$ cat src/hw/efs_defs.svh
// Constants for the external function and sense port
`ifndef EFS_DEFS_SVH
`define EFS_DEFS_SVH

`define EFS_CLK_PERIOD_NS  4                // Clock period in ns
`define EFS_STROBE_NS      12800            // Strobe length in ns
`define EFS_STROBE_CYCLES  ((`EFS_STROBE_NS + `EFS_CLK_PERIOD_NS - 1) / `EFS_CLK_PERIOD_NS)
`define EFS_CNT_W          12               // Strobe counter width
`define EFS_CODE_W         12               // Function code width
`define EFS_GROUPS         4                // Number of cable groups
`define EFS_XFER_GROUP     2'h3             // Group that carries the transfer channel
`define EFS_XFER_CHAN      3'h6             // Index of channel 7 in the active vector
`define EFS_INV_BIT        0                // Code bit that asks for inverted sense
`define EFS_CODE_RST       12'h000          // Function lines after reset

`endif

$ cat src/hw/efs_pkg.sv
// Types for the external function and sense port
package efs_pkg;

  // Kind of request on the function lines
  typedef enum logic [1:0] {
    KIND_IN_FUNC,
    KIND_OUT_FUNC,
    KIND_IN_SENSE,
    KIND_OUT_SENSE
  } cmd_kind_type;

  // Sequencer states
  typedef enum logic [1:0] {
    ST_IDLE,
    ST_SETUP,
    ST_STROBE
  } state_type;

endpackage : efs_pkg

$ cat src/hw/external_function_sense_port.sv
// Computer side of the external function and sense lines for four cable groups
//
// How it works
// - Output sense strobe drops itself after 12.8 us
// - Sense line captured as the strobe ends
// - Code bit zero set inverts the captured answer
// - Channel 7 transfer; odd inputs, even outputs
// - Input strobes only on buffer groups; group 3 actives both follow channel 7
// - Input sense strobe drops itself after 12.8 us
// - Function ready strobes drop after 12.8 us
`timescale 1ns/1ps
`include "efs_defs.svh"

module external_function_sense_port (
  input  wire logic                         clock_in,           // System clock
  input  wire logic                         rst_b_in,           // Sync reset, active low
  input  wire logic                         cmd_valid_in,       // Request present
  input  wire efs_pkg::cmd_kind_type        cmd_kind_in,        // Function or sense kind
  input  wire logic [1:0]                   cmd_group_in,       // Target cable group
  input  wire logic [`EFS_CODE_W-1:0]       cmd_code_in,        // 12-bit function code
  output logic                              cmd_ready_out,      // Sequencer can take request
  output logic                              cmd_error_out,      // Pulse: request refused
  output logic                              sense_done_out,     // Pulse: sense result valid
  output logic                              sense_result_out,   // Condition present
  input  wire logic [6:0]                   chan_active_in,     // Channel 1..7 active
  input  wire logic                         master_clear_in,    // Console clear switch
  input  wire logic [`EFS_GROUPS-1:0]       sense_response_in,  // Sense line per group
  output logic [`EFS_GROUPS*`EFS_CODE_W-1:0] func_lines_out,    // Function lines, group-major
  output logic [`EFS_GROUPS-1:0]            in_func_ready_out,  // Input function ready
  output logic [`EFS_GROUPS-1:0]            out_func_ready_out, // Output function ready
  output logic [`EFS_GROUPS-1:0]            in_sense_ready_out, // Input sense ready
  output logic [`EFS_GROUPS-1:0]            out_sense_ready_out,// Output sense ready
  output logic [`EFS_GROUPS-1:0]            in_active_out,      // Input buffer/transfer active
  output logic [`EFS_GROUPS-1:0]            out_active_out,     // Output buffer active
  output logic [`EFS_GROUPS-1:0]            master_clear_out    // External master clear
);

  import efs_pkg::*;

  ////////////////////////////////////////////////////////////////////////
  // Decoding helpers

  // One-hot strobe select: bit0 in func, 1 out func, 2 in sense, 3 out sense
  function automatic logic [3:0] strobe_sel(input cmd_kind_type kind);
    logic [3:0] sel;
    sel = 4'h0;
    case (kind)
      KIND_IN_FUNC:   sel = 4'h1;
      KIND_OUT_FUNC:  sel = 4'h2;
      KIND_IN_SENSE:  sel = 4'h4;
      KIND_OUT_SENSE: sel = 4'h8;
      default:        sel = 4'h0;
    endcase
    return sel;
  endfunction : strobe_sel

  // True for kinds that exist only on buffer groups
  function automatic logic is_input_kind(input cmd_kind_type kind);
    return (kind == KIND_IN_FUNC) || (kind == KIND_IN_SENSE);
  endfunction : is_input_kind

  ////////////////////////////////////////////////////////////////////////
  // State

  state_type                          state_r;        // Sequencer state
  state_type                          state_nxt;      // Next state
  cmd_kind_type                       kind_r;         // Kind being served
  cmd_kind_type                       kind_nxt;       // Next kind
  logic [1:0]                         group_r;        // Group being served
  logic [1:0]                         group_nxt;      // Next group
  logic [`EFS_CODE_W-1:0]             code_r;         // Code being served
  logic [`EFS_CODE_W-1:0]             code_nxt;       // Next code
  logic [`EFS_GROUPS*`EFS_CODE_W-1:0] lines_r;        // Function lines
  logic [`EFS_GROUPS*`EFS_CODE_W-1:0] lines_nxt;      // Next function lines
  logic [3:0]                         strb_r [`EFS_GROUPS]; // Strobes per group
  logic [3:0]                         strb_nxt [`EFS_GROUPS]; // Next strobes
  logic                               ready_r;        // Request ready
  logic                               ready_nxt;      // Next ready
  logic                               err_r;          // Refusal pulse
  logic                               err_nxt;        // Next refusal
  logic                               done_r;         // Sense done pulse
  logic                               done_nxt;       // Next sense done
  logic                               result_r;       // Sense result
  logic                               result_nxt;     // Next sense result
  logic                               timer_start;    // Start strobe period
  logic                               timer_expired;  // Last strobe cycle
  logic                               take;           // Request accepted
  logic                               refuse;         // Request refused

  ////////////////////////////////////////////////////////////////////////
  // Strobe length counter

  strobe_timer u_timer (
    .clock_in    (clock_in),
    .rst_b_in    (rst_b_in),
    .start_in    (timer_start),
    .expired_out (timer_expired)
  );

  ////////////////////////////////////////////////////////////////////////
  // Sequencer: load code, raise strobe, time it, capture sense

  // Input kinds aimed at the transfer group are refused
  assign refuse = cmd_valid_in && ready_r && is_input_kind(cmd_kind_in) &&
                  (cmd_group_in == `EFS_XFER_GROUP);
  assign take   = cmd_valid_in && ready_r && !refuse;

  // Next sequencer values
  always_comb begin
    state_nxt   = state_r;
    kind_nxt    = kind_r;
    group_nxt   = group_r;
    code_nxt    = code_r;
    lines_nxt   = lines_r;
    err_nxt     = refuse;
    done_nxt    = 1'b0;
    result_nxt  = result_r;
    timer_start = 1'b0;
    for (int g = 0; g < `EFS_GROUPS; g++) begin
      strb_nxt[g] = strb_r[g];
    end
    case (state_r)
      ST_IDLE: begin
        if (take) begin
          // Code goes on the lines one cycle before the strobe
          kind_nxt  = cmd_kind_in;
          group_nxt = cmd_group_in;
          code_nxt  = cmd_code_in;
          lines_nxt[cmd_group_in*`EFS_CODE_W +: `EFS_CODE_W] = cmd_code_in;
          state_nxt = ST_SETUP;
        end
      end
      ST_SETUP: begin
        // Raise the selected strobe and start its period
        strb_nxt[group_r] = strobe_sel(kind_r);
        timer_start       = 1'b1;
        state_nxt         = ST_STROBE;
      end
      ST_STROBE: begin
        // Lines left untouched while the strobe is up
        if (timer_expired) begin
          strb_nxt[group_r] = 4'h0;
          state_nxt         = ST_IDLE;
          if ((kind_r == KIND_IN_SENSE) || (kind_r == KIND_OUT_SENSE)) begin
            // Sample as the strobe ends, invert on odd code
            result_nxt = sense_response_in[group_r] ^ code_r[`EFS_INV_BIT];
            done_nxt   = 1'b1;
          end
        end
      end
      default: begin
        state_nxt = ST_IDLE;
      end
    endcase
    ready_nxt = (state_nxt == ST_IDLE);
  end

  // Register the sequencer
  always_ff @(posedge clock_in) begin
    if (!rst_b_in) begin
      state_r  <= ST_IDLE;
      kind_r   <= KIND_IN_FUNC;
      group_r  <= 2'h0;
      code_r   <= `EFS_CODE_RST;
      lines_r  <= '0;
      ready_r  <= 1'b0;
      err_r    <= 1'b0;
      done_r   <= 1'b0;
      result_r <= 1'b0;
      for (int g = 0; g < `EFS_GROUPS; g++) begin
        strb_r[g] <= 4'h0;
      end
    end else begin
      state_r  <= state_nxt;
      kind_r   <= kind_nxt;
      group_r  <= group_nxt;
      code_r   <= code_nxt;
      lines_r  <= lines_nxt;
      ready_r  <= ready_nxt;
      err_r    <= err_nxt;
      done_r   <= done_nxt;
      result_r <= result_nxt;
      for (int g = 0; g < `EFS_GROUPS; g++) begin
        strb_r[g] <= strb_nxt[g];
      end
    end
  end

  assign cmd_ready_out    = ready_r;
  assign cmd_error_out    = err_r;
  assign sense_done_out   = done_r;
  assign sense_result_out = result_r;
  assign func_lines_out   = lines_r;

  ////////////////////////////////////////////////////////////////////////
  // Per-group strobes, channel actives and master clear

  logic [`EFS_GROUPS-1:0] in_act_r;    // Input or transfer active
  logic [`EFS_GROUPS-1:0] in_act_nxt;  // Next input active
  logic [`EFS_GROUPS-1:0] out_act_r;   // Output buffer active
  logic [`EFS_GROUPS-1:0] out_act_nxt; // Next output active
  logic [`EFS_GROUPS-1:0] mclr_r;      // Master clear per group
  logic [`EFS_GROUPS-1:0] mclr_nxt;    // Next master clear

  // Map channels onto each group's active lines, one process for all groups
  always_comb begin
    for (int g = 0; g < `EFS_GROUPS; g++) begin
      mclr_nxt[g] = master_clear_in;
      if (g == `EFS_XFER_GROUP) begin
        in_act_nxt[g]  = chan_active_in[`EFS_XFER_CHAN];
        out_act_nxt[g] = chan_active_in[`EFS_XFER_CHAN];
      end else begin
        in_act_nxt[g]  = chan_active_in[2*g];
        out_act_nxt[g] = chan_active_in[2*g+1];
      end
    end
  end

  // Strobe outputs per group, straight from the strobe flops
  genvar gi;
  generate
    for (gi = 0; gi < `EFS_GROUPS; gi++) begin : g_grp
      assign in_func_ready_out[gi]   = strb_r[gi][0];
      assign out_func_ready_out[gi]  = strb_r[gi][1];
      assign in_sense_ready_out[gi]  = strb_r[gi][2];
      assign out_sense_ready_out[gi] = strb_r[gi][3];
    end
  endgenerate

  // Register group status lines
  always_ff @(posedge clock_in) begin
    if (!rst_b_in) begin
      in_act_r  <= '0;
      out_act_r <= '0;
      mclr_r    <= '0;
    end else begin
      in_act_r  <= in_act_nxt;
      out_act_r <= out_act_nxt;
      mclr_r    <= mclr_nxt;
    end
  end

  assign in_active_out    = in_act_r;
  assign out_active_out   = out_act_r;
  assign master_clear_out = mclr_r;

endmodule : external_function_sense_port

$ cat src/hw/strobe_timer.sv
// Self-timed strobe length counter
`timescale 1ns/1ps
`include "efs_defs.svh"

module strobe_timer (
  input  wire logic clock_in,     // System clock
  input  wire logic rst_b_in,     // Synchronous reset, active low
  input  wire logic start_in,     // Pulse: begin a strobe period
  output logic      expired_out   // High in the last cycle of the period
);

  logic [`EFS_CNT_W-1:0] cnt_r;      // Cycles left in the period
  logic [`EFS_CNT_W-1:0] cnt_nxt;    // Next count
  logic                  run_r;      // Period in progress
  logic                  run_nxt;    // Next run flag

  assign expired_out = run_r && (cnt_r == '0);

  ////////////////////////////////////////////////////////////////////////
  // Next count: load on start, count down, stop at zero
  always_comb begin
    cnt_nxt = cnt_r;
    run_nxt = run_r;
    if (start_in) begin
      cnt_nxt = `EFS_CNT_W'(`EFS_STROBE_CYCLES - 1);
      run_nxt = 1'b1;
    end else if (expired_out) begin
      run_nxt = 1'b0;              // Period over
    end else if (run_r) begin
      cnt_nxt = cnt_r - 1'b1;      // Still counting
    end
  end

  // Register the counter
  always_ff @(posedge clock_in) begin
    if (!rst_b_in) begin
      cnt_r <= '0;
      run_r <= 1'b0;
    end else begin
      cnt_r <= cnt_nxt;
      run_r <= run_nxt;
    end
  end

endmodule : strobe_timer

$ cat config.mk
export PLATFORM = sky130hd
export DESIGN_NAME = external_function_sense_port
export DESIGN_NICKNAME = d
export VERILOG_FILES = /design/src/hw/efs_pkg.sv /design/src/hw/external_function_sense_port.sv /design/src/hw/strobe_timer.sv
export VERILOG_INCLUDE_DIRS = /design/src /design/src/hw
export SDC_FILE = /design/constraint.sdc
export NUM_CORES = 1
export LEC_CHECK = 0
export ABC_AREA = 1
export BUFFER_PORTS_ARGS = -buffer_cell sky130_fd_sc_hd__buf_2
export CORE_ASPECT_RATIO = 0.9
export CORE_MARGIN = 8
export CORE_UTILIZATION = 51
export CTS_BUF_LIST = sky130_fd_sc_hd__clkbuf_4 sky130_fd_sc_hd__clkbuf_8
export CTS_CLUSTER_DIAMETER = 120
export DETAILED_ROUTE_END_ITERATION = 10
export PLACE_DENSITY = 0.91
export SLEW_MARGIN = 20
export SYNTH_ARGS = -nofsm -noshare
export SYNTH_HDL_FRONTEND = slang
export SYNTH_SLANG_ARGS = --single-unit
$ cat constraint.sdc
create_clock -name clock_in -period 1.75 [get_ports clock_in]
set_input_delay 0.2625 -clock clock_in [delete_from_list [all_inputs] [get_ports clock_in]]
set_output_delay 0.2625 -clock clock_in [all_outputs]
set_load 0.1 [all_outputs]
### Yosys cells after proc, flatten, opt, wreduce, memory -nomap -nowiden

Memory sizes are Yosys's and may differ from the RTL's.
Cells that the tools add are included.

| cells by class | value |
|---|---|
| mux-type cells | 26 |
| shift-type cells | 2 |
| $mul | 1 |
| bitwise logic cells | 10 |
| reduce and logical (&&, ||, !) cells | 22 |
| equality and inequality tests | 8 |
| magnitude comparators | 3 |
| add/subtract/negate cells | 2 |

Operator list:

| kind | number |
|---|---|
| bitwise mux 48 bit | 1 |
| variable shift 12 x 34 -> 48 bit, first input constant | 1 |
| indexed part select 12 x 34 -> 48 bit | 1 |
| two-way mux 12 bit | 3 |
| negator 6 -> 34 bit | 1 |
| case mux 16 bit (2 select lines) | 1 |
| two-way mux 4 bit | 6 |
| bitwise AND 16 bit | 1 |
| bitwise mux 16 bit | 1 |
| two-way mux 16 bit | 1 |
| inverter 16 bit | 1 |
| case mux 4 bit (4 select lines) | 1 |
| zero test 12 bit | 1 |
| subtractor 12 x 1 -> 12 bit, second input constant | 1 |
| equality test 2 bit, second input constant | 5 |
| demux 4 bit (select 2 bit) | 1 |
| zero test 2 bit | 4 |
| two-way mux 1 bit | 7 |
| logical AND 1 bit | 6 |
| case mux 2 bit (3 select lines) | 1 |
| AND reduction 2 bit | 3 |
| AND reduction 3 bit | 2 |
| equality test 2 x 1 -> 1 bit, second input constant | 2 |
| multiplier 2 x 2 -> 4 bit, second input constant | 1 |
| other kinds (14) | 21 |

| storage, ports and cells | value |
|---|---|
| word-level logic and storage cells | 90 |
| input port bits | 31 |
| memory bits (writable) | 16 |
| bits in registers | 81 |
| memories | 1 |

Memory list:

| memory | words | width | read ports | clocked after memory_dff | wr ports | line | text |
|---|---|---|---|---|---|---|---|
| strb_r | 4 | 4 | 4 | 0 | 4 | external_function_sense_port.sv:75 | `` logic [3:0] strb_r [`EFS_GROUPS]; `` |

### Longest topological paths before layout

Gate-level depths: netlist of the first run.

| logic depth | value |
|---|---|
| word-level depth | 10 |
| depth in mapped cells | 12 |

### Hierarchy

A second synthesis of the first run with hierarchy kept.

| second synthesis, totals | value |
|---|---|
| cells, all modules | 708 |
| area total of the unflattened synthesis | 4,773.3 µm² |

Modules (own cells, without submodules):

| module | instances | cells each | sequential area each (µm²) | area each (µm²) |
|---|---|---|---|---|
| external_function_sense_port | 1 | 579 | 1,661.6 | 3,977.6 |
| strobe_timer | 1 | 129 | 260.2 | 795.8 |

### Worst setup path after synthesis of the first run

No wires, ideal clock.

| timing | value |
|---|---|
| path type | reg2reg |
| from | reg ready_r, in the netlist cmd_ready_out |
| to | reg lines_r[10], in the netlist func_lines_out[10] |
| data arrival time | 1.959 ns |
| library setup time | 0.122 ns |
| cell stages (with the launch flop) | 11 |
| clock period less this slack | 2.081 ns |
| buffers on the path | 1 |
| path slack | -0.331 ns |
| cells stage by stage | dfxtp_1 > nand2_1 > nor2_1 > nand2_1 > nand2_1 > inv_2 > nand2_1 > inv_1 > buf_4 > o21ai_0 > a21oi_1 |

| on the way | value |
|---|---|
| longest elaborated chain between the ends | 6 |

Ends and longest elaborated chain:

| element | line | text |
|---|---|---|
| from (decl) | external_function_sense_port.sv:77 | `logic ready_r;` |
| from (signal assigned) | external_function_sense_port.sv:179 | `ready_r <= ready_nxt;` |
| logical AND 1 bit * | external_function_sense_port.sv:104, external_function_sense_port.sv:106 |  |
| logical AND 1 bit (2 in a row) | external_function_sense_port.sv:104 | `assign refuse = cmd_valid_in && ready_r && is_input_kind(cmd_kind_in) &&` |
| zero test 1 bit | external_function_sense_port.sv:106 | `assign take = cmd_valid_in && ready_r && !refuse;` |
| logical AND 1 bit * | external_function_sense_port.sv:106 |  |
| AND reduction 2 bit (no source line) * | - |  |
| to (signal assigned) | external_function_sense_port.sv:178 | `lines_r <= lines_nxt;` |
| to (decl) | external_function_sense_port.sv:73 | `` logic [`EFS_GROUPS*`EFS_CODE_W-1:0] lines_r; `` |

Mark *: on every way between the ends. The rest lies on a longest branch, timed or not.
A chain may end at the register's enable or synchronous reset.

==> results.toml, run 1 <==
[critical_path]
worst-path-buf-inv = 2
crit_fanout = 20
worst-path-stages = 9
critPathSlowestCell = "dfxtp_1"
start_kind = "flop"
worst_ep_arrival_time_ns = 1.88
cp-end-kind = "flop"
cp.required_ns = 2.03
max_stage_delay_ns = 0.32
reg2reg_depth = 9
critical_path_class = "flop to flop"
crit_chain = "inv_1 > ha_2 > nand2_2 > nor2_4 > nand4_2 > buf_6 > nand2_4 > nand2_1 > a21oi_1"
crit_family = "simple AND/OR/NAND/NOR gates"

[timing]
hold-worst-slack_ns = 0.0785
drv_slew = 0
period_needed_ns = 1.60
rsz0062_at_grt = "false"
clock-skew-final_ns = 0.0145
fmax_mhz = 626
maxSlewHeadroom_pct = 66.2
tightestPinTransition_ns = 0.505
setup_viol = 0
finalHoldViolations = 0
min_period_over_period_pct = 91.3

[finish]
nets = 877
area_growth_syn_to_layout_pct = 21.5
diodes = 0
final_cell_count_no_fill = 966
final_area_um2 = 5850
drive_gt1_share_pct = 23.2
final_util_pct = 63.9

[pwr]
cellPowerDensity_nw_per_um2 = 802
leakage_uw = 0.00279
ir_drop_mv = 0.418

[job]
cap_violations = 0

[floorplanning]
dieArea_um2 = 12800
die_x_um = 118
start_util_pct = 52.5
core_um2 = 9170
pin_count = 111
rows = 33
die_y_um = 108

[placed_design]
dp_cells = 950
dp_hpwl_mm = 10.4
place_area_um2 = 5660
gp_congestion = 1.01
io_buffers = 110

[synth]
yosys.area.top_type = "dfxtp_1"
synth_area_um2 = 4820
yosys.cell_count.top_type = "nand2_1"
synth_cell_types = 34
synth_edf_count = 0
post-synth-top-area-fraction_pct = 39.9
syn_nets = 750
yosys_most_used_dff = "dfxtp_1"
async_flop_share_pct = 0
synthTopCellsByArea = "dfxtp_1 40%, nand2_1 16%, a21oi_1 9.1%"
syn_inst = 712
syn_avg_cell_area_um2 = 6.76
yosys_warnings = 0
synth_seq_cells = 96
synth_common_cells = "201 x nand2_1, 96 x dfxtp_1, 88 x a21oi_1, 68 x nand3_1, 63 x inv_1"
synth_seq_area_share_pct = 39.9

[global_route]
overflow = 0
grt_util_met2_pct = 36.6
grt_pass1_wl_mm = 22.5
antenna_found_initial = 0
use_met3_pct = 5.78
grt_use_met1_pct = 25.2
grt_pass1_vias = 4780
grt_max_degree = 36
grt.total_usage_pct = 21.0
top_usage_layer = "met2"

[clock_tree]
cts_tree = "yes"
clk_pin_slew_worst_paths_ns = 0.10
cts_hold_buf = 0
cts_root_buf = "clkbuf_8"
clkLatencyLatePin_ns = 0.36
htreeDepth = 3
clock_sinks = 96
cts_buffer_depth = 2
cts_buffers = 9

[worst_hold_path]
min_path_cells = 3
holdCritPathClass = "primary input to flop"

[detailed_routing]
via_per_inst = 5.24
first_iter_violations = 521
vias = 5060
wl_per_cell_um = 13.8
drt-pass1-iter-count = 5
routed_wl_mm = 13.3
drc = 0
ant_nets = 0

[run_status]
status = "finished, final reports clean"
-- worst register-to-register path: stages, from the launching register on --
cell and delay, ns:
dfxtp_1 0.32, inv_1 0.10, ha_2 0.22, nand2_2 0.10, nor2_4 0.19, nand4_2 0.10, buf_6 0.21, nand2_4 0.10
nand2_1 0.07, a21oi_1 0.14
-- cell families (layout without fill, tap and decap cells) --
| group | after synthesis | count (layout) | share of synthesized area [%] |
|---|---|---|---|
| AND/OR/NAND/NOR | 346 | 346 | 31.6 |
| adder cells (fa/ha/maj) | 7 | 7 | 1.82 |
| XOR/XNOR | 5 | 5 | 0.909 |
| flip-flops | 96 | 96 | 39.9 |
| buffers and inverters | 105 | 237 | 9.51 |
| AO/OA/AOI/OAI | 153 | 153 | 16.2 |
-- layout by cell type (no fill, tap or decap), types with 4 or more instances in the layout --
| cell type | count |
|---|---|
| nand3_1 | 68 |
| buf_4 | 39 |
| nor2_1 | 47 |
| a21oi_1 | 88 |
| xor2_1 | 5 |
| dfxtp_1 | 95 |
| o21ai_0 | 56 |
| nor2_2 | 8 |
| ha_1 | 6 |
| clkbuf_8 | 9 |
| nor3_1 | 4 |
| buf_2 | 110 |
| inv_1 | 63 |
| nand2_1 | 201 |
| nand2_4 | 5 |
-- layout make-up --
type,count,area [um2]
well taps,122,153
inverters,69,262
fillers,879,3310
clock inverters,5,41.3
flip-flops and latches,96,1920
repair buffers,152,895
clock buffers,11,139
multi-input cells,511,2440
-- power by group --
part	switching, uW	internal (uW)	leakage, uW
Combinational	764	317	0.00192
Clock	766	559	0.0000870
Sequential	49.4	2240	0.000778
-- timing repair --
item                       4_1_cts  5_1_grt
resized for setup                0        3
buffers inserted                 0        0
setup endpoints to repair        0        9
-- final timing paths --
kind         slack (ns)          startpoint                 end
max reg2reg        0.15    u_timer.cnt_r[0]        strb_r[1][2]
min reg2reg        0.47  func_lines_out[13]  func_lines_out[13]
min                0.08   chan_active_in[6]    in_active_out[3]
max                0.15    u_timer.cnt_r[0]        strb_r[1][2]
-- sequential cells by signal, summed over array words and instances, names as in the netlist --
signal,count
kind_r,2
out_active_out,3
strb_r,16
cmd_ready_out,1
group_r,2
state_r,2
sense_done_out,1
func_lines_out,48
master_clear_out,1
u_timer.run_r,1
u_timer.cnt_r,12
sense_result_out,1
code_r,1
in_active_out,4
cmd_error_out,1
-- routing by layer --
| layer | wire, um | vias to the layer above |
|---|---|---|
| li1 | - | 2560 |
| met1 | 5730 | 2288 |
| met2 | 6370 | 189 |
| met3 | 987 | 23 |
| met4 | 243 | 0 |
| met5 | 0 | - |
-- stage by stage --
stage	setup slack (ns)	power [uW]	TNS, ns
after floorplan	0.00590	3120	0
after CTS	0.0923	4710	0
after global placement	-0.0429	3390	-0.204
final	0.152	4700	0
after global routing	0.0231	4950	0
after detailed placement	-0.0930	3400	-0.462
Note: power is estimated with default switching activity, not from simulation.
==> inputs of run 2 (changes only) <==
==> constraint.sdc (replaced) <==
create_clock -name clock_in -period 1.75 [get_ports clock_in]
set_input_delay 0.35 -clock clock_in [delete_from_list [all_inputs] [get_ports clock_in]]
set_output_delay 0.35 -clock clock_in [all_outputs]
set_load 0.1 [all_outputs]
==> results.toml, run 2 (same netlist as run 1, synthesis figures left out) <==
[finish]
final_cell_mix = "201 x nand2_1, 110 x buf_2, 95 x dfxtp_1, 88 x a21oi_1, 68 x nand3_1"
largest_register_ffs = 48
nets = 887
diodes = 0
final_cell_count_no_fill = 976
nFillCells = 854
layout_commonest_cell = "nand2_1"
area_growth_syn_to_layout_pct = 24.4
drive_gt1_share_pct = 24.4

[floorplanning]
start_util_pct = 52.5
die_x_um = 118
pin_count = 111
die_y_um = 108
core_um2 = 9170
dieArea_um2 = 12800
rows = 33

[global_route]
grt.total_usage_pct = 21.3
grt_max_degree = 35
overflow = 0
antenna_found_initial = 0
grt_pass1_wl_mm = 22.7
grt_pass1_vias = 4812

[detailed_routing]
ant_nets = 0
first_iter_violations = 435
drc = 0
vias = 5129
wl_per_cell_um = 14.1
via_per_inst = 5.26
routed_wl_mm = 13.8
drt-pass1-iter-count = 5

[critical_path]
cp.required_ns = 2.05
critical_path_class = "flop to flop"
worst_ep_arrival_time_ns = 1.92
crit_chain = "nand2_1 > nor3_2 > nand2_1 > nor2_2 > nand2_1 > nor2_4 > nand2_1 > a21oi_1"
cp-end-kind = "flop"
critPathSlowestCell = "dfxtp_2"
start_kind = "flop"
r2r_slack_ns = 0.14
crit_fanout = 8
crit_top_cell = "nand2_1"
max_stage_delay_ns = 0.34

[timing]
fin_setup_tns_ns = 0
min_period_over_period_pct = 92.2
fmax_mhz = 620
clock-skew-final_ns = 0.0143
drv_slew = 0
tightestPinTransition_ns = 0.510
finalHoldViolations = 0
hold-worst-slack_ns = 0.144
setup_ws_ns = 0.137
maxSlewHeadroom_pct = 66.2
period_needed_ns = 1.61
setup_viol = 0

[placed_design]
dp_cells = 960
gp_congestion = 1.02
place_ws_ns = -0.188
dp_hpwl_mm = 10.7
io_buffers = 110

[pwr]
cellPowerDensity_nw_per_um2 = 845
ir_drop_mv = 0.413
leakage_uw = 0.00286
power_uw = 5060

[run_status]
status = "finished, final reports clean"

[worst_hold_path]
holdCritPathClass = "primary input to flop"

[clock_tree]
htreeDepth = 3
clk_pin_slew_worst_paths_ns = 0.10
clock_sinks = 96
cts_tree = "yes"
cts_root_buf = "clkbuf_8"
cts_buffers = 9
cts_buffer_depth = 2
clkLatencyLatePin_ns = 0.38
cts_hold_buf = 0

[job]
cap_violations = 0
[run 2: cell types whose count changed in the layout (fill, tap and decap cells not counted), sizes merged]
| cell | before | now |
|---|---|---|
| buf | 152 | 162 |
| bufinv | 0 | 2 |
| clkbuf | 11 | 10 |
| clkinvlp | 2 | 1 |
[run 2: final timing paths]
check,to,from,cells past startpoint
setup / recovery,func_lines_out[42],cmd_ready_out,8
hold / removal,in_active_out[0],chan_active_in[0],3
setup reg to reg,func_lines_out[42],cmd_ready_out,8
hold reg to reg,func_lines_out[42],func_lines_out[42],2
[run 2: final cells by class]
type / count / area (um2) / area share [%]
repair buffers: 162 / 970 / 16.2
well taps: 122 / 153 / 2.55
clock buffers: 10 / 138 / 2.30
flip-flops and latches: 96 / 1920 / 32.1
inverters: 69 / 262 / 4.36
clock inverters: 6 / 90.1 / 1.50
multi-input cells: 511 / 2460 / 41.0
[run 2: what timing repair did]
action,in CTS,in global routing
endpoints found under the setup margin,0,17
resized for setup,0,3
buffers inserted,0,0
[run 2: worst max-delay path, delay by kind of cell, from the launching register on]
| family | cells | cell delay (ns) |
|---|---|---|
| flops | 1 | 0.34 |
| simple gates | 7 | 1.07 |
| compound gates | 1 | 0.13 |
[run 2: per-stage QoR]
stage / util [%] / area, um2
global placement: 62.8 / 5760
global route: 65.4 / 5990
finish: 65.4 / 5990
CTS: 65.3 / 5980
detailed placement: 62.8 / 5760
floorplan: - / 4830
[run 2: per-layer routing]
metal | vias to the layer above | global-route usage (%) | share of wire, %
met5 | - | 0 | 0
met4 | 0 | 7.84 | 2.2
met3 | 27 | 6.09 | 8.1
met2 | 211 | 36.2 | 47
met1 | 2313 | 25.5 | 43
li1 | 2578 | - | -
[run 2: power by group]
part,total (uW),internal (uW),switching (uW)
Combinational,1110,338,776
Clock,1660,849,811
Sequential,2290,2240,48.9
Total,5060,3430,1640
